## config.mk

```make
export PLATFORM = sky130hd
export DESIGN_NAME = pwm_fault_deadtime_regs
export DESIGN_NICKNAME = d
export VERILOG_FILES = /design/src/inc/pwm_fault_pkg.sv /design/src/verilog/pwm_fault_deadtime_regs.sv
export SDC_FILE = /design/constraint.sdc
export NUM_CORES = 1
export LEC_CHECK = 0
export BUFFER_PORTS_ARGS = -buffer_cell sky130_fd_sc_hd__buf_2
export CORE_MARGIN = 4
export CORE_UTILIZATION = 45
export DETAILED_ROUTE_END_ITERATION = 6
export GPL_TIMING_DRIVEN = 0
export PLACE_DENSITY = 0.73
export SETUP_SLACK_MARGIN = 0.05
export SYNTH_ARGS = -nofsm -noshare
export SYNTH_HDL_FRONTEND = slang
export SYNTH_SLANG_ARGS = --single-unit
export TNS_END_PERCENT = 30
```

## constraint.sdc

```tcl
create_clock -name aclk -period 5.6 [get_ports aclk]
set_input_delay 0.84 -clock aclk [delete_from_list [all_inputs] [get_ports aclk]]
set_output_delay 0.84 -clock aclk [all_outputs]
set_load 0.005 [all_outputs]
```

## src/inc/pwm_fault_pkg.sv

```systemverilog
// constants, field layout and state record of the pwm fault and dead-time block
// Operation
// - three fault pins are offered, two routable ones and one fixed safety-class pin.
// - an asserted, enabled fault forces both outputs into the safe state (both low).
// - the block owns the safety-class pin throughout reset.
// - reset leaves the safety-class fault enabled, in latched mode and already latched.
// - writes to the fault mode field take effect whatever the safety pin level.
// - a 16-bit read/write duty cycle value, reset to zero, sets the duty cycle.
// - with the independent time base off, the phase value shifts the shared time base.
// - with the independent time base on, the phase value is the local period.
// - a 14-bit primary dead time, reset to zero, feeds the dead-time unit.
// - a 14-bit alternate dead time, reset to zero, feeds the dead-time unit.
// - the two top bits of both dead-time registers read zero and ignore writes.
// - on the local time base with the generator enabled, a match with the trigger compare value raises an adc trigger.
package pwm_fault_pkg;
    // ========================================
    // register offsets
    localparam logic [7:0] DUTY_OFS       = 8'h00;
    localparam logic [7:0] PHASE_OFS      = 8'h04;
    localparam logic [7:0] DEAD_OFS       = 8'h08;
    localparam logic [7:0] ALT_DEAD_OFS   = 8'h0C;
    localparam logic [7:0] TRIG_OFS       = 8'h10;
    localparam logic [7:0] GEN_CTRL_OFS   = 8'h14;
    localparam logic [7:0] FAULT_CTRL_OFS = 8'h18;
    localparam logic [7:0] IRQ_STATUS_OFS = 8'h1C;
    localparam logic [7:0] IRQ_MASK_OFS   = 8'h20;
    localparam logic [7:0] LIVE_OFS       = 8'h24;
    // ========================================
    // field positions
    localparam int GEN_ENABLE_BIT     = 0;
    localparam int ITB_BIT            = 1;
    localparam int PMOD_LSB           = 2;
    localparam int ALT_SEL_BIT        = 4;
    localparam int FMODE_LSB          = 0;
    localparam int REMAP1_EN_BIT      = 2;
    localparam int REMAP2_EN_BIT      = 3;
    localparam int FAULT_CLEAR_BIT    = 4;
    localparam int SAFETY_RELEASE_BIT = 5;
    localparam int IRQ_FAULT_BIT      = 0;
    localparam int IRQ_TRIG_BIT       = 1;
    localparam int IRQ_PERIOD_BIT     = 2;
    localparam int LIVE_LATCH_BIT     = 0;
    localparam int LIVE_PINS_LSB      = 1;
    localparam int LIVE_SAFE_BIT      = 4;
    localparam int DEAD_W             = 14;
    localparam int IRQ_W              = 3;
    // ========================================
    // encodings and reset values
    localparam logic [1:0] FMODE_LATCHED = 2'h0;
    localparam logic [1:0] FMODE_CYCLE   = 2'h1;
    localparam logic [1:0] FMODE_OFF     = 2'h3;
    localparam logic [1:0] PMOD_COMP     = 2'h0;
    localparam logic [1:0] PMOD_RED      = 2'h1;
    localparam logic [1:0] PMOD_PP       = 2'h2;
    localparam logic [1:0] RESP_OKAY     = 2'h0;
    localparam logic [1:0] RESP_SLVERR   = 2'h2;
    localparam logic [15:0] REG16_RST    = 16'h0000;
    localparam logic [13:0] DEAD_RST     = 14'h0000;
    localparam logic [1:0] FMODE_RST     = FMODE_LATCHED;
    localparam logic       LATCH_RST     = 1'h1;
    // ========================================
    // state record
    typedef struct packed {
        logic              aw_got;
        logic [7:0]        aw_addr;
        logic              w_got;
        logic [31:0]       wdata;
        logic [3:0]        wstrb;
        logic              awready;
        logic              wready;
        logic              bvalid;
        logic [1:0]        bresp;
        logic              arready;
        logic              rvalid;
        logic [31:0]       rdata;
        logic [1:0]        rresp;
        logic [15:0]       duty;
        logic [15:0]       phase;
        logic [13:0]       dead;
        logic [13:0]       alt_dead;
        logic [15:0]       trig;
        logic              gen_en;
        logic              independent_time_base_select;
        logic [1:0]        pmod;
        logic              alt_sel;
        logic [1:0]        fmode;
        logic              remap1_en;
        logic              remap2_en;
        logic              safety_release;
        logic [IRQ_W-1:0]  irq_status;
        logic [IRQ_W-1:0]  irq_mask;
        logic              fault_latched;
        logic [2:0]        sync1;
        logic [2:0]        sync2;
        logic [15:0]       count;
        logic              pp_phase;
        logic              raw_prev;
        logic [13:0]       dt_count;
        logic              high_out;
        logic              low_out;
        logic              adc_trig;
        logic              irq;
        logic              pin_owned;
    } state_s;
endpackage

```

## src/verilog/pwm_fault_deadtime_regs.sv

```systemverilog
// pwm generator with fault handling, dead time and axi4-lite registers
module pwm_fault_deadtime_regs (
    input  wire logic        aclk,
    input  wire logic        aresetn,
    input  wire logic        awvalid,
    output logic             awready,
    input  wire logic [31:0] awaddr,
    input  wire logic [2:0]  awprot,
    input  wire logic        wvalid,
    output logic             wready,
    input  wire logic [31:0] wdata,
    input  wire logic [3:0]  wstrb,
    output logic             bvalid,
    input  wire logic        bready,
    output logic [1:0]       bresp,
    input  wire logic        arvalid,
    output logic             arready,
    input  wire logic [31:0] araddr,
    input  wire logic [2:0]  arprot,
    output logic             rvalid,
    input  wire logic        rready,
    output logic [31:0]      rdata,
    output logic [1:0]       rresp,
    input  wire logic [15:0] master_period,
    input  wire logic        master_sync,
    input  wire logic        safety_class_fault_input,
    input  wire logic        remappable_fault_input_one,
    input  wire logic        remappable_fault_input_two,
    output logic             high_side_output,
    output logic             low_side_output,
    output logic             adc_trigger,
    output logic             irq,
    output logic             safety_pin_owned
);
    // ========================================
    // helpers
    function automatic logic [15:0] merge16(input logic [15:0] old, input logic [31:0] d,
                                            input logic [3:0] s);
        merge16 = {s[1] ? d[15:8] : old[15:8], s[0] ? d[7:0] : old[7:0]};
    endfunction

    function automatic logic is_mapped(input logic [7:0] a);
        logic [7:0] w;
        w = {a[7:2], 2'h0};
        is_mapped = (w == pwm_fault_pkg::DUTY_OFS) || (w == pwm_fault_pkg::PHASE_OFS) ||
                    (w == pwm_fault_pkg::DEAD_OFS) || (w == pwm_fault_pkg::ALT_DEAD_OFS) ||
                    (w == pwm_fault_pkg::TRIG_OFS) || (w == pwm_fault_pkg::GEN_CTRL_OFS) ||
                    (w == pwm_fault_pkg::FAULT_CTRL_OFS) ||
                    (w == pwm_fault_pkg::IRQ_STATUS_OFS) ||
                    (w == pwm_fault_pkg::IRQ_MASK_OFS) || (w == pwm_fault_pkg::LIVE_OFS);
    endfunction

    function automatic logic [31:0] read_reg(input pwm_fault_pkg::state_s s,
                                             input logic [7:0] a);
        logic [31:0] v;
        v = 32'h0000_0000;
        unique case ({a[7:2], 2'h0})
            pwm_fault_pkg::DUTY_OFS:       v[15:0] = s.duty;
            pwm_fault_pkg::PHASE_OFS:      v[15:0] = s.phase;
            // upper dead-time bits read zero
            pwm_fault_pkg::DEAD_OFS:       v[13:0] = s.dead;
            pwm_fault_pkg::ALT_DEAD_OFS:   v[13:0] = s.alt_dead;
            pwm_fault_pkg::TRIG_OFS:       v[15:0] = s.trig;
            pwm_fault_pkg::GEN_CTRL_OFS: begin
                v[pwm_fault_pkg::GEN_ENABLE_BIT]     = s.gen_en;
                v[pwm_fault_pkg::ITB_BIT]            = s.independent_time_base_select;
                v[pwm_fault_pkg::PMOD_LSB +: 2]      = s.pmod;
                v[pwm_fault_pkg::ALT_SEL_BIT]        = s.alt_sel;
            end
            pwm_fault_pkg::FAULT_CTRL_OFS: begin
                v[pwm_fault_pkg::FMODE_LSB +: 2]     = s.fmode;
                v[pwm_fault_pkg::REMAP1_EN_BIT]      = s.remap1_en;
                v[pwm_fault_pkg::REMAP2_EN_BIT]      = s.remap2_en;
                v[pwm_fault_pkg::SAFETY_RELEASE_BIT] = s.safety_release;
            end
            pwm_fault_pkg::IRQ_STATUS_OFS: v[pwm_fault_pkg::IRQ_W-1:0] = s.irq_status;
            pwm_fault_pkg::IRQ_MASK_OFS:   v[pwm_fault_pkg::IRQ_W-1:0] = s.irq_mask;
            pwm_fault_pkg::LIVE_OFS: begin
                v[pwm_fault_pkg::LIVE_LATCH_BIT]     = s.fault_latched;
                v[pwm_fault_pkg::LIVE_PINS_LSB +: 3] = s.sync2;
                v[pwm_fault_pkg::LIVE_SAFE_BIT]      = ~s.high_out & ~s.low_out;
            end
            default:                       v = 32'h0000_0000;
        endcase
        read_reg = v;
    endfunction

    pwm_fault_pkg::state_s st_r;
    pwm_fault_pkg::state_s st_nxt;

    logic        fault_in;
    logic        wr_fire;
    logic        clear_req;
    logic        raw;
    logic [15:0] period;
    logic [13:0] sel_dead;

    // ========================================
    // fault detect
    // three fault pins
    assign fault_in  = (st_r.fmode != pwm_fault_pkg::FMODE_OFF) &&
                       (st_r.sync2[0] || (st_r.sync2[1] && st_r.remap1_en) ||
                        (st_r.sync2[2] && st_r.remap2_en));
    assign wr_fire   = st_r.aw_got && st_r.w_got && !st_r.bvalid;
    assign clear_req = wr_fire && st_r.wstrb[0] &&
                       ({st_r.aw_addr[7:2], 2'h0} == pwm_fault_pkg::FAULT_CTRL_OFS) &&
                       st_r.wdata[pwm_fault_pkg::FAULT_CLEAR_BIT];
    assign period    = st_r.independent_time_base_select ? st_r.phase : master_period;
    assign raw       = st_r.count < st_r.duty;
    assign sel_dead  = st_r.alt_sel ? st_r.alt_dead : st_r.dead;

    // ========================================
    // next state
    always_comb begin
        logic [7:0] wa;
        logic       dt_zero;
        logic       h;
        logic       l;
        logic [pwm_fault_pkg::IRQ_W-1:0] set_ev;
        logic [15:0] m16;
        wa      = {st_r.aw_addr[7:2], 2'h0};
        m16     = 16'h0000;
        dt_zero = 1'b0;
        h       = 1'b0;
        l       = 1'b0;
        set_ev  = '0;
        st_nxt  = st_r;
        st_nxt.sync1 = {remappable_fault_input_two, remappable_fault_input_one,
                        safety_class_fault_input};
        st_nxt.sync2 = st_r.sync1;
        // write channel
        if (st_r.bvalid && bready) begin
            st_nxt.bvalid = 1'b0;
        end
        if (awvalid && st_r.awready) begin
            st_nxt.aw_got  = 1'b1;
            st_nxt.aw_addr = awaddr[7:0];
        end
        if (wvalid && st_r.wready) begin
            st_nxt.w_got = 1'b1;
            st_nxt.wdata = wdata;
            st_nxt.wstrb = wstrb;
        end
        if (wr_fire) begin
            st_nxt.aw_got = 1'b0;
            st_nxt.w_got  = 1'b0;
            st_nxt.bvalid = 1'b1;
            st_nxt.bresp  = is_mapped(st_r.aw_addr) ? pwm_fault_pkg::RESP_OKAY
                                                    : pwm_fault_pkg::RESP_SLVERR;
            unique case (wa)
                pwm_fault_pkg::DUTY_OFS:
                    st_nxt.duty = merge16(st_r.duty, st_r.wdata, st_r.wstrb);
                pwm_fault_pkg::PHASE_OFS:
                    st_nxt.phase = merge16(st_r.phase, st_r.wdata, st_r.wstrb);
                pwm_fault_pkg::DEAD_OFS: begin
                    m16         = merge16({2'h0, st_r.dead}, st_r.wdata, st_r.wstrb);
                    st_nxt.dead = m16[pwm_fault_pkg::DEAD_W-1:0];
                end
                pwm_fault_pkg::ALT_DEAD_OFS: begin
                    m16             = merge16({2'h0, st_r.alt_dead}, st_r.wdata, st_r.wstrb);
                    st_nxt.alt_dead = m16[pwm_fault_pkg::DEAD_W-1:0];
                end
                pwm_fault_pkg::TRIG_OFS:
                    st_nxt.trig = merge16(st_r.trig, st_r.wdata, st_r.wstrb);
                pwm_fault_pkg::GEN_CTRL_OFS: begin
                    if (st_r.wstrb[0]) begin
                        st_nxt.gen_en  = st_r.wdata[pwm_fault_pkg::GEN_ENABLE_BIT];
                        st_nxt.independent_time_base_select     = st_r.wdata[pwm_fault_pkg::ITB_BIT];
                        st_nxt.pmod    = st_r.wdata[pwm_fault_pkg::PMOD_LSB +: 2];
                        st_nxt.alt_sel = st_r.wdata[pwm_fault_pkg::ALT_SEL_BIT];
                    end
                end
                pwm_fault_pkg::FAULT_CTRL_OFS: begin
                    if (st_r.wstrb[0]) begin
                        st_nxt.fmode          = st_r.wdata[pwm_fault_pkg::FMODE_LSB +: 2];
                        st_nxt.remap1_en      = st_r.wdata[pwm_fault_pkg::REMAP1_EN_BIT];
                        st_nxt.remap2_en      = st_r.wdata[pwm_fault_pkg::REMAP2_EN_BIT];
                        st_nxt.safety_release = st_r.wdata[pwm_fault_pkg::SAFETY_RELEASE_BIT];
                    end
                end
                pwm_fault_pkg::IRQ_STATUS_OFS: begin
                    if (st_r.wstrb[0]) begin
                        st_nxt.irq_status = st_r.irq_status &
                                            ~st_r.wdata[pwm_fault_pkg::IRQ_W-1:0];
                    end
                end
                pwm_fault_pkg::IRQ_MASK_OFS: begin
                    if (st_r.wstrb[0]) begin
                        st_nxt.irq_mask = st_r.wdata[pwm_fault_pkg::IRQ_W-1:0];
                    end
                end
                default: begin
                end
            endcase
        end
        st_nxt.awready = !st_nxt.aw_got && !st_nxt.bvalid;
        st_nxt.wready  = !st_nxt.w_got && !st_nxt.bvalid;
        // read channel
        if (st_r.rvalid && rready) begin
            st_nxt.rvalid = 1'b0;
        end
        if (arvalid && st_r.arready) begin
            st_nxt.rvalid = 1'b1;
            st_nxt.rdata  = read_reg(st_r, araddr[7:0]);
            st_nxt.rresp  = is_mapped(araddr[7:0]) ? pwm_fault_pkg::RESP_OKAY
                                                   : pwm_fault_pkg::RESP_SLVERR;
        end
        st_nxt.arready = !st_nxt.rvalid;
        // clear only while input idle, set wins
        if (clear_req && !fault_in) begin
            st_nxt.fault_latched = 1'b0;
        end
        if (fault_in && (st_r.fmode != pwm_fault_pkg::FMODE_CYCLE)) begin
            st_nxt.fault_latched = 1'b1;
        end
        if (!st_r.independent_time_base_select && master_sync) begin
            st_nxt.count = st_r.phase;
        end else if (st_r.count >= period) begin
            st_nxt.count    = 16'h0000;
            st_nxt.pp_phase = !st_r.pp_phase;
            set_ev[pwm_fault_pkg::IRQ_PERIOD_BIT] = 1'b1;
        end else begin
            st_nxt.count = st_r.count + 16'h0001;
        end
        st_nxt.adc_trig = st_r.gen_en && st_r.independent_time_base_select && (st_r.count == st_r.trig);
        set_ev[pwm_fault_pkg::IRQ_TRIG_BIT]  = st_nxt.adc_trig;
        set_ev[pwm_fault_pkg::IRQ_FAULT_BIT] = fault_in;
        st_nxt.raw_prev = raw;
        if (raw != st_r.raw_prev) begin
            st_nxt.dt_count = sel_dead;
        end else if (st_r.dt_count != 14'h0000) begin
            st_nxt.dt_count = st_r.dt_count - 14'h0001;
        end
        dt_zero = (st_nxt.dt_count == 14'h0000);
        unique case (st_r.pmod)
            pwm_fault_pkg::PMOD_COMP: begin
                h = raw && dt_zero;
                l = !raw && dt_zero;
            end
            pwm_fault_pkg::PMOD_PP: begin
                h = raw && st_r.pp_phase;
                l = raw && !st_r.pp_phase;
            end
            default: begin
                h = raw;
                l = raw;
            end
        endcase
        if (st_nxt.fault_latched || (fault_in && st_r.fmode == pwm_fault_pkg::FMODE_CYCLE) ||
            !st_r.gen_en) begin
            h = 1'b0;
            l = 1'b0;
        end
        st_nxt.high_out = h;
        st_nxt.low_out  = l;
        st_nxt.irq_status = st_nxt.irq_status | set_ev;
        st_nxt.irq        = |(st_nxt.irq_status & st_nxt.irq_mask);
        st_nxt.pin_owned  = !st_nxt.safety_release;
    end

    // ========================================
    // state register
    always_ff @(posedge aclk) begin
        if (!aresetn) begin
            st_r                <= '0;
            st_r.duty           <= pwm_fault_pkg::REG16_RST;
            st_r.phase          <= pwm_fault_pkg::REG16_RST;
            st_r.trig           <= pwm_fault_pkg::REG16_RST;
            st_r.dead           <= pwm_fault_pkg::DEAD_RST;
            st_r.alt_dead       <= pwm_fault_pkg::DEAD_RST;
            st_r.fmode          <= pwm_fault_pkg::FMODE_RST;
            st_r.fault_latched  <= pwm_fault_pkg::LATCH_RST;
            st_r.pin_owned      <= 1'b1;
        end else begin
            st_r <= st_nxt;
        end
    end

    assign awready          = st_r.awready;
    assign wready           = st_r.wready;
    assign bvalid           = st_r.bvalid;
    assign bresp            = st_r.bresp;
    assign arready          = st_r.arready;
    assign rvalid           = st_r.rvalid;
    assign rdata            = st_r.rdata;
    assign rresp            = st_r.rresp;
    assign high_side_output = st_r.high_out;
    assign low_side_output  = st_r.low_out;
    assign adc_trigger      = st_r.adc_trig;
    assign irq              = st_r.irq;
    assign safety_pin_owned = st_r.pin_owned;

    // ========================================
    // checks
    a_reset_latched: assert property (@(posedge aclk) !aresetn |=>
        st_r.fault_latched && st_r.fmode == pwm_fault_pkg::FMODE_LATCHED)
        else $error("fault not latched after reset");
    a_reset_owned: assert property (@(posedge aclk) !aresetn |=> safety_pin_owned)
        else $error("safety pin not owned in reset");
    a_latch_safe: assert property (@(posedge aclk) disable iff (!aresetn)
        st_r.fault_latched |-> !high_side_output && !low_side_output)
        else $error("outputs active while fault latched");
    a_latch_holds: assert property (@(posedge aclk) disable iff (!aresetn)
        st_r.fault_latched && (!clear_req || fault_in) |=> st_r.fault_latched)
        else $error("latched fault dropped without valid clear");
    a_mode_write: assert property (@(posedge aclk) disable iff (!aresetn)
        wr_fire && st_r.wstrb[0] &&
        {st_r.aw_addr[7:2], 2'h0} == pwm_fault_pkg::FAULT_CTRL_OFS
        |=> st_r.fmode == $past(st_r.wdata[1:0]))
        else $error("fault mode write lost");
    a_duty_store: assert property (@(posedge aclk) disable iff (!aresetn)
        wr_fire && st_r.wstrb == 4'hF && {st_r.aw_addr[7:2], 2'h0} == pwm_fault_pkg::DUTY_OFS
        |=> st_r.duty == $past(st_r.wdata[15:0]))
        else $error("duty write lost");
    a_dead_upper: assert property (@(posedge aclk) disable iff (!aresetn)
        arvalid && arready && {araddr[7:2], 2'h0} == pwm_fault_pkg::DEAD_OFS
        |=> rvalid && rdata[31:14] == 18'h00000)
        else $error("dead time upper bits not zero");
    a_phase_load: assert property (@(posedge aclk) disable iff (!aresetn)
        !st_r.independent_time_base_select && master_sync |=> st_r.count == $past(st_r.phase))
        else $error("phase not loaded on sync");
    a_local_wrap: assert property (@(posedge aclk) disable iff (!aresetn)
        st_r.independent_time_base_select && st_r.count >= st_r.phase |=> st_r.count == 16'h0000)
        else $error("local period wrap missed");
    a_trig_pulse: assert property (@(posedge aclk) disable iff (!aresetn)
        st_r.gen_en && st_r.independent_time_base_select && st_r.count == st_r.trig |=> adc_trigger)
        else $error("adc trigger missed");
    a_dead_gap: assert property (@(posedge aclk) disable iff (!aresetn)
        st_r.pmod == pwm_fault_pkg::PMOD_COMP && raw != st_r.raw_prev && sel_dead != 14'h0000
        |=> !high_side_output && !low_side_output)
        else $error("no dead-time gap");

endmodule // pwm_fault_deadtime_regs

```

=== Yosys cells after proc, flatten, opt, wreduce, memory -nomap -nowiden ===
Cells that the tools add are included.

* Flip-flop bits (word level): 207
* Bits of input ports: 133
* Output and inout port bits: 46
* Word-level logic and storage cells: 195

* $add $sub $neg: 2
* Magnitude comparators: 2
* Eq/ne operators: 24
* Mux-type cells: 35
* Bitwise gates (word level): 9
* Reductions and logical operators: 78

{| class="wikitable"
|+ Operators with widths
! kind !! count
|-
| 6-bit by 3-bit == test with 1-bit output, second input constant || 8
|-
| 16-bit 2-to-1 mux || 3
|-
| 14-bit 2-to-1 mux || 3
|-
| 8-bit one-hot mux with 5 select lines || 1
|-
| 37-bit 2-to-1 mux || 1
|-
| 3-bit AND reduction || 12
|-
| 35-bit 2-to-1 mux || 1
|-
| 3-bit one-hot mux with 10 select lines || 1
|-
| 1-bit logical AND || 25
|-
| 6-bit by 2-bit == test with 1-bit output, second input constant || 4
|-
| 6-bit by 4-bit == test with 1-bit output, second input constant || 4
|-
| 1-bit logical OR || 22
|-
| 16-bit by 1-bit adder with 16-bit output, second input constant || 1
|-
| 16-bit == test || 1
|-
| 16-bit greater-or-equal comparator || 1
|-
| 16-bit less-than comparator || 1
|-
| 3-bit 2-to-1 mux || 5
|-
| 14-bit logical NOT || 1
|-
| 14-bit nonzero test || 1
|-
| 14-bit by 1-bit subtractor with 14-bit output, second input constant || 1
|-
| 6-bit by 1-bit == test with 1-bit output, second input constant || 2
|-
| 6-bit logical NOT || 2
|-
| 1-bit logical NOT || 11
|-
| 1-bit 2-to-1 mux || 10
|-
| other kinds (22) || 28
|}

=== Logic depth before layout (Yosys ltp) ===
Gate-level depths: netlist of run 1.

* Word-level depth: 14
* Depth in mapped cells: 12

=== Worst setup path after synthesis of run 1 ===
Ideal clock, no wire load.

* Path kind: reg2reg
* Start point: register st_r[58] (netlist bit)
* End point: register st_r[26] (netlist bit)
* Arrival time: 3.501 ns
* Slack: 2.013 ns
* Cell stages (with the launch flop): 12
* Buffers on the path: 3
* Clock period less this slack: 3.587 ns
* Path through: dfxtp_1 > clkbuf_1 > buf_1 > mux2i_1 > ha_1 > a21o_1 > a221oi_1 > o21ai_1 > a2111oi_0 > o31ai_1 > clkbuf_1 > a211oi_1

* Word-level cells in the longest chain between the ends: 4

{| class="wikitable"
|+ Ends and longest elaborated chain
! item !! line !! RTL
|-
| from (decl) || pwm_fault_deadtime_regs.sv:88 || <nowiki>pwm_fault_pkg::state_s st_r;</nowiki>
|-
| from (signal assigned) || pwm_fault_deadtime_regs.sv:275 || <nowiki>st_r <= st_nxt;</nowiki>
|-
| 16-bit 2-to-1 mux || pwm_fault_deadtime_regs.sv:108 || <nowiki>assign period = st_r.independent_time_base_select ? st_r.phase : master_period;</nowiki>
|-
| 16-bit greater-or-equal comparator || pwm_fault_deadtime_regs.sv:218 || <nowiki>end else if (st_r.count >= period) begin</nowiki>
|-
| 16-bit 2-to-1 mux || pwm_fault_deadtime_regs.sv:218 ||
|-
| 16-bit 2-to-1 mux (*) || pwm_fault_deadtime_regs.sv:216 || <nowiki>if (!st_r.independent_time_base_select && master_sync) begin</nowiki>
|}

Every way passes the cells marked *; elsewhere a longest branch is shown, timed or not.
A chain may end at the register's enable or synchronous reset.

=== Final worst setup path of run 1 ===
* Start point: register st_r[58] (netlist bit)
* End point: register st_r[35] (netlist bit)

Same word-level chain as after synthesis.

==> results of run 1 <==
## critical path, delay by kind of cell (launching register included)
kind | cells | cell delay [ns]
compound gates | 6 | 2.13
buf+inv | 3 | 1.50
fa+ha+maj | 1 | 0.26
mux | 1 | 0.27
flops | 1 | 0.38
## per-stage QoR
| stage | setup WS [ns] | hold slack [ns] |
|---|---|---|
| floorplan | 2.01 | 0.412 |
| detailed placement | 1.06 | 0.421 |
| global route | 0.669 | 0.445 |
| CTS | 1.03 | 0.436 |
| finish | 0.947 | 0.430 |
| global placement | 1.16 | 0.418 |
## power by group
part / internal, mW / total [mW] / switching (mW)
Combinational: 0.277 / 0.677 / 0.400
Sequential: 1.38 / 1.47 / 0.0876
Clock: 0.734 / 1.28 / 0.548
Total: 2.39 / 3.43 / 1.04
## state kept, by name (all words and copies together), names as in the netlist
register and flops:
safety_pin_owned 1, arready 1, st_nxt 3, irq 1, bresp 1, rdata 16
bvalid 1, st_r 154, rresp 1, high_side_output 1, wready 1, rvalid 1
adc_trigger 1, awready 1, low_side_output 1
## cells by family (layout without fill, tap and decap cells)
| kind of cell | count (synthesis) | count (layout) |
|---|---|---|
| AND/OR/NAND/NOR | 381 | 381 |
| adder cells (fa/ha/maj) | 34 | 34 |
| AO/OA/AOI/OAI | 240 | 240 |
| other | 1 | 18 |
| multiplexers | 117 | 117 |
| XOR/XNOR | 38 | 38 |
| buffers and inverters | 125 | 239 |
| flip-flops | 185 | 185 |
## layout make-up
type | count | area share
buffer | 100 | 0.0462
clock inverter | 12 | 0.0146
tap | 275 | 0.0312
inverter | 25 | 0.00850
multi-input combinational | 828 | 0.485
sequential | 185 | 0.335
clock buffer | 20 | 0.0414
timing repair buffer | 82 | 0.0372
## worst paths after layout
check | to | from | slack (ns) | cells past startpoint
worst max-delay path | st_r[35]$_SDFF_PN0_ | st_r[58]$_SDFFE_PN0P_ | 0.95 | 11
worst min-delay path | st_r[37]$_SDFF_PN0_ | st_nxt[37]$_SDFF_PN0_ | 0.43 | 1
worst max register to register | st_r[35]$_SDFF_PN0_ | st_r[58]$_SDFFE_PN0P_ | 0.95 | 11
worst min register to register | st_r[37]$_SDFF_PN0_ | st_nxt[37]$_SDFF_PN0_ | 0.43 | 1
## layout by cell type, fill, tap and decap left out, types with 14 or more instances in the layout
master / n
inv_1: 24
a21oi_1: 100
conb_1: 18
dfxtp_1: 185
nor3_1: 19
nand3_1: 33
mux2_2: 14
mux2i_1: 103
a211oi_1: 31
ha_1: 34
clkbuf_1: 53
clkbuf_16: 17
buf_4: 36
buf_2: 82
and2_1: 14
nor2_1: 124
o21ai_0: 41
nand2_1: 107
xor2_1: 24
## per-layer routing
metal	track usage	wire length, um
met1	0.331	12900
met2	0.398	13500
met5	0	0
met4	0.105	1210
met3	0.0574	2930
==> tab_implementation.tex, run 1 <==
\begin{tabular}{lr}
\hline
Metric & Value \\
\hline
\multicolumn{2}{l}{\textbf{Floorplan}} \\
Initial Util & 0.457 \\
\# rows & 53 \\
Width of the chip & around 150 um \\
Io pins & 179 \\
Die Area & approximately 24,000 um2 \\
Die height & between 150 and 200 um \\
Floorplan core area & 21,000 um2 \\
\multicolumn{2}{l}{\textbf{Synthesis}} \\
Async SR Flop Fraction & 0 \\
Simple-Gate Fraction of Synth Area & 0.190 \\
Adder-cell share of the synthesized area & 0.0443 \\
Fraction of the mapped netlist area in compound gates & 0.157 \\
Largest family of logic cells by synthesized area & simple AND/OR/NAND/NOR gates \\
Mapped cell area & 9600 um2 \\
Avg Cell Area, Syn & 8.57 um2 \\
Post-synthesis mux area share & 0.124 \\
Most repeated cell in the gate-level netlist after synthesis & dfxtp\_1 \\
Commonest cells in the netlist & dfxtp\_1 (185), nor2\_1 (124), nand2\_1 (107), mux2i\_1 (103), a21oi\_1 (100) \\
FF+latch count, synth & 185 \\
Mapped Cells & 1,121 \\
Synth top area cells & dfxtp\_1 (39\%), mux2i\_1 (11\%), a21oi\_1 (5.2\%) \\
Xor and xnor area share after synthesis & 0.0366 \\
Number of distinct library cells after synthesis & 56 \\
Warnings from Yosys & 0 \\
Post-synth top flop & dfxtp\_1 \\
Number of enable-type register cells in the synthesized netlist & 0 \\
Area share of the largest cell type after synthesis & 0.386 \\
Post-synthesis cell type with the largest combined area & dfxtp\_1 \\
Fraction of the yosys area taken by sequential cells & 0.386 \\
\multicolumn{2}{l}{\textbf{STA}} \\
Fmax & 215 MHz \\
Clock period minus final worst setup slack & 4.65 ns \\
Transition at the pin with the smallest max-transition slack & $\sim$1.1 ns \\
Headroom to the max-slew limit & 0.245 \\
Final hold viol count & 0 \\
Skew final & 0.00945 ns \\
RSZ-0062 raised after global routing & false \\
Number of setup violations in the final report & 0 \\
Fin crit share & 0.831 \\
Max-slew violations & 0 \\
Setup TNS & 0 ns \\
\multicolumn{2}{l}{\textbf{CTS}} \\
Cts bufs inserted & 17 \\
Source-to-sink clock delay at the later pin of the worst-skew pair & 0.44 ns \\
CTS clock-pin slew for the worst setup and hold paths & approximately 0.070 ns \\
Root Buffer & clkbuf\_16 \\
Number of instances resized during post-cts repair & 0 \\
Number of buffers inserted by post-CTS setup repair & 0 \\
\# hold bufs at CTS & 0 \\
Clock net sink count & 185 \\
Number of H-tree branching levels & 4 \\
Maximum buffer depth of the clock tree & 2 \\
Clock tree from TritonCTS & done \\
\multicolumn{2}{l}{\textbf{Setup path}} \\
Highest net fanout along the worst path & 10 \\
Series of cell instances along the critical path & clkbuf\_1, buf\_1, mux2i\_1, ha\_1, a21o\_1, a221oi\_1, o21ai\_1, a2111oi\_0, o31ai\_1, clkbuf\_1, a211oi\_1 \\
Critical Path Most Common Cell & clkbuf\_1 \\
Kind of launch point of the worst setup path & flop \\
Arrival @ worst endpoint & 5.00 ns \\
Required time at the worst-slack endpoint & 5.95 ns \\
Critical Path Max Stage Delay & 0.99 ns \\
Path type of the worst setup path & flop to flop \\
Critical path's slowest cell & a2111oi\_0 \\
Worst Setup End Kind & flop \\
\multicolumn{2}{l}{\textbf{Finish}} \\
Growth of design area from synthesis to finish & 15.0\% \\
Nets & 1,406 \\
Count of filler cells inserted in the layout & 1,985 \\
Area taken by flip-flops and latches & 3700 um2 \\
Number of antenna diodes & 0 \\
Share of final-layout standard cells stronger than drive strength 1 & 0.139 \\
Filler-free cell count of the finished design & 1,527 \\
Summed area of non-filler cells in the final layout & 11,000 um2 \\
Area of combinational cells with multiple inputs & 5360 um2 \\
Core occupancy in the finished layout & 0.525 \\
\multicolumn{2}{l}{\textbf{Route}} \\
Post-DR wirelength/cell & 20.0 um \\
Starting DRC count in detailed routing & 801 \\
Vias post-DR & 8,794 \\
Detailed-router iteration count before antenna repair & 6 \\
Total DRC errors in the routed layout & 0 \\
Wire length after detailed routing & 30,600 um \\
Number of vias per cell after detailed routing & 5.76 \\
Antenna Violating Nets Remaining & 0 \\
\multicolumn{2}{l}{\textbf{Place}} \\
Port Buffer Count & 82 \\
Routability cong. & 0.998 \\
Detailed-placement wirelength estimate & roughly 23,000 um \\
Instance area after placement & 10,400 um2 \\
Post-Place Cells & 1,495 \\
\multicolumn{2}{l}{\textbf{Global routing}} \\
Number of antenna violations at the first check in global routing & 0 \\
Largest net degree at the start of global routing & 17 \\
Vias in the first global route & 8,407 \\
First-pass GRT wire length & around 47,000 um \\
Leftover overflow at the end of global routing & 0 \\
Overall track demand over capacity in global routing & 0.251 \\
\multicolumn{2}{l}{\textbf{Power and ir drop}} \\
Peak supply drop & 0.000230 V \\
Final Total Pwr & 3.43 mW \\
Leakage Power & approximately 4.6 nW \\
Power density over the cells & a little over 300 nW/um2 \\
\multicolumn{2}{l}{\textbf{Status}} \\
Result of the run & complete, no violations \\
\multicolumn{2}{l}{\textbf{Flow run}} \\
Max cap viols & 0 \\
\multicolumn{2}{l}{\textbf{Worst hold path}} \\
Path class of the lowest-slack min-delay path & flop to flop \\
\hline
\end{tabular}
Note: power is estimated with default switching activity, not from simulation.
==> inputs of run 2 (changes only) <==
==> constraint.sdc (replaced) <==
create_clock -name aclk -period 4.3 [get_ports aclk]
set_input_delay 0.645 -clock aclk [delete_from_list [all_inputs] [get_ports aclk]]
set_output_delay 0.645 -clock aclk [all_outputs]
set_load 0.005 [all_outputs]
==> tab_implementation.tex, run 2 (synthesis results as in run 1) <==
\begin{tabular}{lr}
\hline
Metric & Value \\
\hline
\multicolumn{2}{l}{\textbf{Status}} \\
Result of the run & complete, no violations \\
\multicolumn{2}{l}{\textbf{STA}} \\
WHS & 0.407 ns \\
Fmax & 259 MHz \\
Final worst-path setup slack & 0.432 ns \\
Final hold viol count & 0 \\
Headroom to the max-slew limit & 0.213 \\
Number of setup violations in the final report & 0 \\
Skew final & about 0.011 ns \\
Clock period minus final worst setup slack & 3.87 ns \\
Max-slew violations & 0 \\
Transition at the pin with the smallest max-transition slack & 1.17 ns \\
RSZ-0062 raised after global routing & false \\
Setup TNS & 0 ns \\
Fin crit share & 0.900 \\
\multicolumn{2}{l}{\textbf{Finish}} \\
Area taken by flip-flops and latches & 3700 um2 \\
Count of filler cells inserted in the layout & 1,983 \\
Most common cell after layout, fill and taps aside & dfxtp\_1 \\
Number of antenna diodes & 0 \\
Most frequent cells in the layout & dfxtp\_1 (185), nor2\_1 (124), nand2\_1 (107) \\
Area of combinational cells with multiple inputs & 5360 um2 \\
Growth of design area from synthesis to finish & 15.0\% \\
Share of final-layout standard cells stronger than drive strength 1 & 0.141 \\
Max reg flops & 154 \\
Biggest register & st\_r \\
Nets & approximately 1,400 \\
Core occupancy in the finished layout & 0.525 \\
\multicolumn{2}{l}{\textbf{CTS}} \\
CTS clock-pin slew for the worst setup and hold paths & 0.08 ns \\
Root Buffer & clkbuf\_16 \\
Number of buffers inserted by post-CTS setup repair & 0 \\
Cts bufs inserted & 17 \\
Clock tree from TritonCTS & done \\
Clock net sink count & 185 \\
Number of H-tree branching levels & 4 \\
Maximum buffer depth of the clock tree & 2 \\
Source-to-sink clock delay at the later pin of the worst-skew pair & 0.44 ns \\
\multicolumn{2}{l}{\textbf{Setup path}} \\
Path type of the worst setup path & flop to flop \\
CP bufs+invs & 3 \\
Critical Path Max Stage Delay & around 0.76 ns \\
Reg-to-reg startpoint & st\_r[58]\$\_SDFFE\_PN0P\_ \\
Start point of the critical path & st\_r[58]\$\_SDFFE\_PN0P\_ \\
Highest net fanout along the worst path & 10 \\
Kind of launch point of the worst setup path & flop \\
Series of cell instances along the critical path & clkbuf\_2, buf\_2, mux2i\_1, ha\_1, a21o\_1, a221oi\_1, o21ai\_1, a2111oi\_1, o31ai\_1, clkbuf\_1, a211oi\_1 \\
Cell family with the largest share of critical-path delay & compound AO/OA/AOI/OAI gates \\
Critical path's slowest cell & a2111oi\_1 \\
Arrival @ worst endpoint & 4.22 ns \\
Required time at the worst-slack endpoint & 4.65 ns \\
Worst Setup End Kind & flop \\
\multicolumn{2}{l}{\textbf{Worst hold path}} \\
Min-delay src & remappable\_fault\_input\_one \\
Path class of the lowest-slack min-delay path & input pin to flop \\
\multicolumn{2}{l}{\textbf{Route}} \\
Vias post-DR & 8,763 \\
Total DRC errors in the routed layout & 0 \\
Post-DR wirelength/cell & 20.0 um \\
Wire length after detailed routing & approximately 31,000 um \\
Detailed-router iteration count before antenna repair & 6 \\
Starting DRC count in detailed routing & 805 \\
Antenna Violating Nets Remaining & 0 \\
Number of vias per cell after detailed routing & 5.74 \\
\multicolumn{2}{l}{\textbf{Place}} \\
Detailed-placement wirelength estimate & 23,100 um \\
Routability cong. & 0.998 \\
Port Buffer Count & 82 \\
Placement Setup Slack & -0.236 ns \\
\multicolumn{2}{l}{\textbf{Floorplan}} \\
Floorplan core area & 21,000 um2 \\
Die height & approximately 150 um \\
Die Area & 23,700 um2 \\
\# rows & 53 \\
Io pins & 179 \\
Initial Util & 0.457 \\
Width of the chip & between 150 and 200 um \\
\multicolumn{2}{l}{\textbf{Global routing}} \\
Overall track demand over capacity in global routing & 0.251 \\
Leftover overflow at the end of global routing & 0 \\
Largest net degree at the start of global routing & 17 \\
First-pass GRT wire length & about 47,000 um \\
Number of antenna violations at the first check in global routing & 0 \\
Vias in the first global route & 8,407 \\
\multicolumn{2}{l}{\textbf{Flow run}} \\
Max cap viols & 0 \\
\multicolumn{2}{l}{\textbf{Power and ir drop}} \\
Power density over the cells & a little over 400 nW/um2 \\
Peak supply drop & about 0.0003 V \\
Final Total Pwr & 4.46 mW \\
Leakage Power & 4.62 nW \\
\hline
\end{tabular}
-- run 2: cell counts in the layout (fill, tap and decap cells not counted) --
No cell type changed its count.
-- run 2: cell type report --
type / count / share of cell area
Inverter: 25 / 0.00850
Sequential cell: 185 / 0.335
Buffer: 100 / 0.0465
Clock buffer: 20 / 0.0414
Tap cell: 275 / 0.0312
Timing Repair Buffer: 82 / 0.0372
Multi-Input combinational cell: 828 / 0.485
Clock inverter: 12 / 0.0146
-- run 2: repair_timing --
item,4_1_cts,5_1_grt
endpoints found under the setup margin,14,10
hold buffers,0,0
pin swaps,0,0
resized for setup,2,2
hold endpoints to repair,0,0
-- run 2: power by group --
group / internal [mW] / total, mW / switching [mW] / leakage [nW]
clock: 0.956 / 1.67 / 0.712 / 0.306
combinational: 0.361 / 0.880 / 0.519 / 2.82
sequential: 1.80 / 1.91 / 0.113 / 1.50
-- run 2: metrics by stage --
stage | cells | cell area, um2
floorplan | 1138 | 9670
global placement | 1495 | 10400
detailed placement | 1495 | 10400
CTS | 1527 | 11000
global route | 1527 | 11000
finish | 1527 | 11000
-- run 2: worst paths after layout --
path / end / slack, ns / depth (start not counted)
hold reg to reg: st_r[37]$_SDFF_PN0_ / 0.43 / 1
hold / removal: st_nxt[38]$_SDFF_PN0_ / 0.41 / 2
setup reg to reg: st_r[28]$_SDFF_PN0_ / 0.43 / 11
setup / recovery: st_r[28]$_SDFF_PN0_ / 0.43 / 11
-- run 2: metal layers --
metal  vias up  part of all wire  GRT usage
met2       448              0.44      0.398
li1       4177                 -          -
met3        94             0.098     0.0574
met1      4044              0.42      0.331
met4         0             0.041      0.105
met5         -                 0          0
==> inputs of run 3 (changes only) <==
--- a/config.mk
+++ b/config.mk
@@ -9,7 +9,6 @@
 export CORE_MARGIN = 4
 export CORE_UTILIZATION = 45
 export DETAILED_ROUTE_END_ITERATION = 6
-export GPL_TIMING_DRIVEN = 0
 export PLACE_DENSITY = 0.73
 export SETUP_SLACK_MARGIN = 0.05
 export SYNTH_ARGS = -nofsm -noshare
==> constraint.sdc (replaced) <==
create_clock -name aclk -period 3.8 [get_ports aclk]
set_input_delay 0.57 -clock aclk [delete_from_list [all_inputs] [get_ports aclk]]
set_output_delay 0.57 -clock aclk [all_outputs]
set_load 0.005 [all_outputs]
==> tab_implementation.tex, run 3 (synthesis results as in run 1) <==
\begin{tabular}{lr}
\hline
Metric & Value \\
\hline
\multicolumn{2}{l}{\textbf{STA}} \\
Headroom to the max-slew limit & 0.318 \\
Fmax & 297 MHz \\
Max-slew violations & 0 \\
Fin crit share & 0.886 \\
Clock period minus final worst setup slack & 3.37 ns \\
RSZ-0062 raised after global routing & false \\
Final hold viol count & 0 \\
Transition at the pin with the smallest max-transition slack & about 1.0 ns \\
Skew final & 0.00909 ns \\
Number of setup violations in the final report & 0 \\
Setup TNS & 0 ns \\
\multicolumn{2}{l}{\textbf{Setup path}} \\
Required time at the worst-slack endpoint & 4.12 ns \\
Worst r2r path cells & 8 \\
Series of cell instances along the critical path & ha\_1, a21o\_1, a221oi\_1, o21ai\_1, a221o\_1, xnor2\_1, nand2\_1, o311a\_1 \\
Path type of the worst setup path & flop to flop \\
Critical path's slowest cell & xnor2\_1 \\
Worst Setup End Kind & flop \\
Arrival @ worst endpoint & between 3 and 4 ns \\
Highest net fanout along the worst path & 13 \\
Kind of launch point of the worst setup path & flop \\
Critical Path Max Stage Delay & approximately 0.87 ns \\
\multicolumn{2}{l}{\textbf{Route}} \\
Wire length after detailed routing & $\sim$28,000 um \\
Number of vias per cell after detailed routing & $\sim$6 \\
Total DRC errors in the routed layout & 0 \\
Starting DRC count in detailed routing & roughly 910 \\
Vias post-DR & 8,487 \\
Detailed-router iteration count before antenna repair & 5 \\
Antenna Violating Nets Remaining & 0 \\
Post-DR wirelength/cell & 19.5 um \\
\multicolumn{2}{l}{\textbf{Global routing}} \\
Overall track demand over capacity in global routing & 0.234 \\
GR met1 Demand/Resource & 0.317 \\
Leftover overflow at the end of global routing & 0 \\
Global Route met2 Usage & 0.361 \\
Met3 capacity usage during global routing & 0.0478 \\
Largest net degree at the start of global routing & 55 \\
Number of antenna violations at the first check in global routing & 0 \\
First-pass GRT wire length & 44,000 um \\
Busiest grt layer & met2 \\
Vias in the first global route & $\sim$8,000 \\
\multicolumn{2}{l}{\textbf{CTS}} \\
Source-to-sink clock delay at the later pin of the worst-skew pair & 0.44 ns \\
Maximum buffer depth of the clock tree & 2 \\
Number of instances resized during post-cts repair & 0 \\
Cts bufs inserted & 17 \\
Clock net sink count & $\sim$190 \\
Root Buffer & clkbuf\_16 \\
\# hold bufs at CTS & 0 \\
Clock tree from TritonCTS & done \\
Number of buffers inserted by post-CTS setup repair & 0 \\
Number of H-tree branching levels & 4 \\
CTS clock-pin slew for the worst setup and hold paths & 0.07 ns \\
\multicolumn{2}{l}{\textbf{Finish}} \\
Most common cell after layout, fill and taps aside & dfxtp\_1 \\
Area of combinational cells with multiple inputs & 5370 um2 \\
Count of filler cells inserted in the layout & between 1,500 and 2,000 \\
Max reg flops & 154 \\
Growth of design area from synthesis to finish & 11.7\% \\
Nets & 1,332 \\
Share of final-layout standard cells stronger than drive strength 1 & 0.139 \\
Most frequent cells in the layout & dfxtp\_1 (185), nor2\_1 (124), nand2\_1 (107) \\
Number of antenna diodes & 0 \\
Core occupancy in the finished layout & 0.510 \\
Area taken by flip-flops and latches & 3700 um2 \\
Biggest register & st\_r \\
\multicolumn{2}{l}{\textbf{Place}} \\
Detailed-placement wirelength estimate & between 20,000 and 25,000 um \\
Routability cong. & around 1 \\
Port Buffer Count & 84 \\
\multicolumn{2}{l}{\textbf{Floorplan}} \\
\# rows & 53 \\
Width of the chip & 154 um \\
Floorplan core area & 21,000 um2 \\
Initial Util & 0.457 \\
Die Area & approximately 24,000 um2 \\
Die height & 154 um \\
Io pins & $\sim$180 \\
\multicolumn{2}{l}{\textbf{Worst hold path}} \\
Path class of the lowest-slack min-delay path & input pin to flop \\
Hold depth & 2 \\
\multicolumn{2}{l}{\textbf{Power and ir drop}} \\
Leakage Power & 4.46 nW \\
Power density over the cells & 464 nW/um2 \\
Peak supply drop & 0.000336 V \\
\multicolumn{2}{l}{\textbf{Status}} \\
Result of the run & complete, no violations \\
\multicolumn{2}{l}{\textbf{Flow run}} \\
Max cap viols & 0 \\
\hline
\end{tabular}
==> run 3: changes by cell type in the layout (fill, tap and decap cells not counted), moves of 4 or more <==
cell        change
inv_6           -4
clkbuf_1       -51
buf_1          -11
clkinvlp_4      +4
buf_4          -12
==> run 3: final cells by class <==
cell class                 count  share of cell area
sequential                   185               0.345
tap                          275              0.0321
inverter                      25             0.00898
timing repair buffer         108              0.0560
clock buffer                  21              0.0439
clock inverter                10              0.0133
multi-input combinational    828               0.500
==> run 3: report_power, final <==
group | total [mW] | switching, mW | internal (mW)
logic | 0.950 | 0.561 | 0.389
clock network | 1.86 | 0.772 | 1.09
registers | 2.17 | 0.135 | 2.04
==> run 3: routing by layer <==
metal | vias up | part of all wire
li1 | 4008 | -
met2 | 402 | 0.45
met1 | 4015 | 0.43
met5 | - | 0
met4 | 0 | 0.037
met3 | 62 | 0.087
==> run 3: metrics by stage <==
stage	instance area, um2	total power [mW]	std cells	setup slack [ns]	hold slack (ns)
after floorplan	9670	2.91	1138	0.213	0.412
after CTS	10700	4.98	1452	0.525	0.324
after global placement	10100	3.12	1421	0.677	0.417
after global routing	10700	5.19	1452	0.210	0.335
final	10700	4.98	1452	0.432	0.337
after detailed placement	10100	3.14	1421	0.571	0.420
==> run 3: path summary, 6_finish.rpt <==
| path | from | endpoint | slack [ns] |
|---|---|---|---|
| worst min register to register | st_nxt[38]$_SDFF_PN0_ | st_r[38]$_SDFF_PN0_ | 0.43 |
| worst min-delay path | remappable_fault_input_one | st_nxt[38]$_SDFF_PN0_ | 0.34 |
| worst max-delay path | st_r[27]$_SDFF_PN0_ | st_r[10]$_SDFF_PN0_ | 0.43 |
| worst max register to register | st_r[27]$_SDFF_PN0_ | st_r[10]$_SDFF_PN0_ | 0.43 |
==> run 3: worst max-delay path, delay by kind of cell (launching register included) <==
| family | cells | cell delay [ns] |
|---|---|---|
| DFF | 1 | 0.51 |
| AOI/OAI and AO/OA | 5 | 1.38 |
| adders and majority gates | 1 | 0.31 |
| and+or+nand+nor | 1 | 0.17 |
| xor gates and xnor gates | 1 | 0.87 |
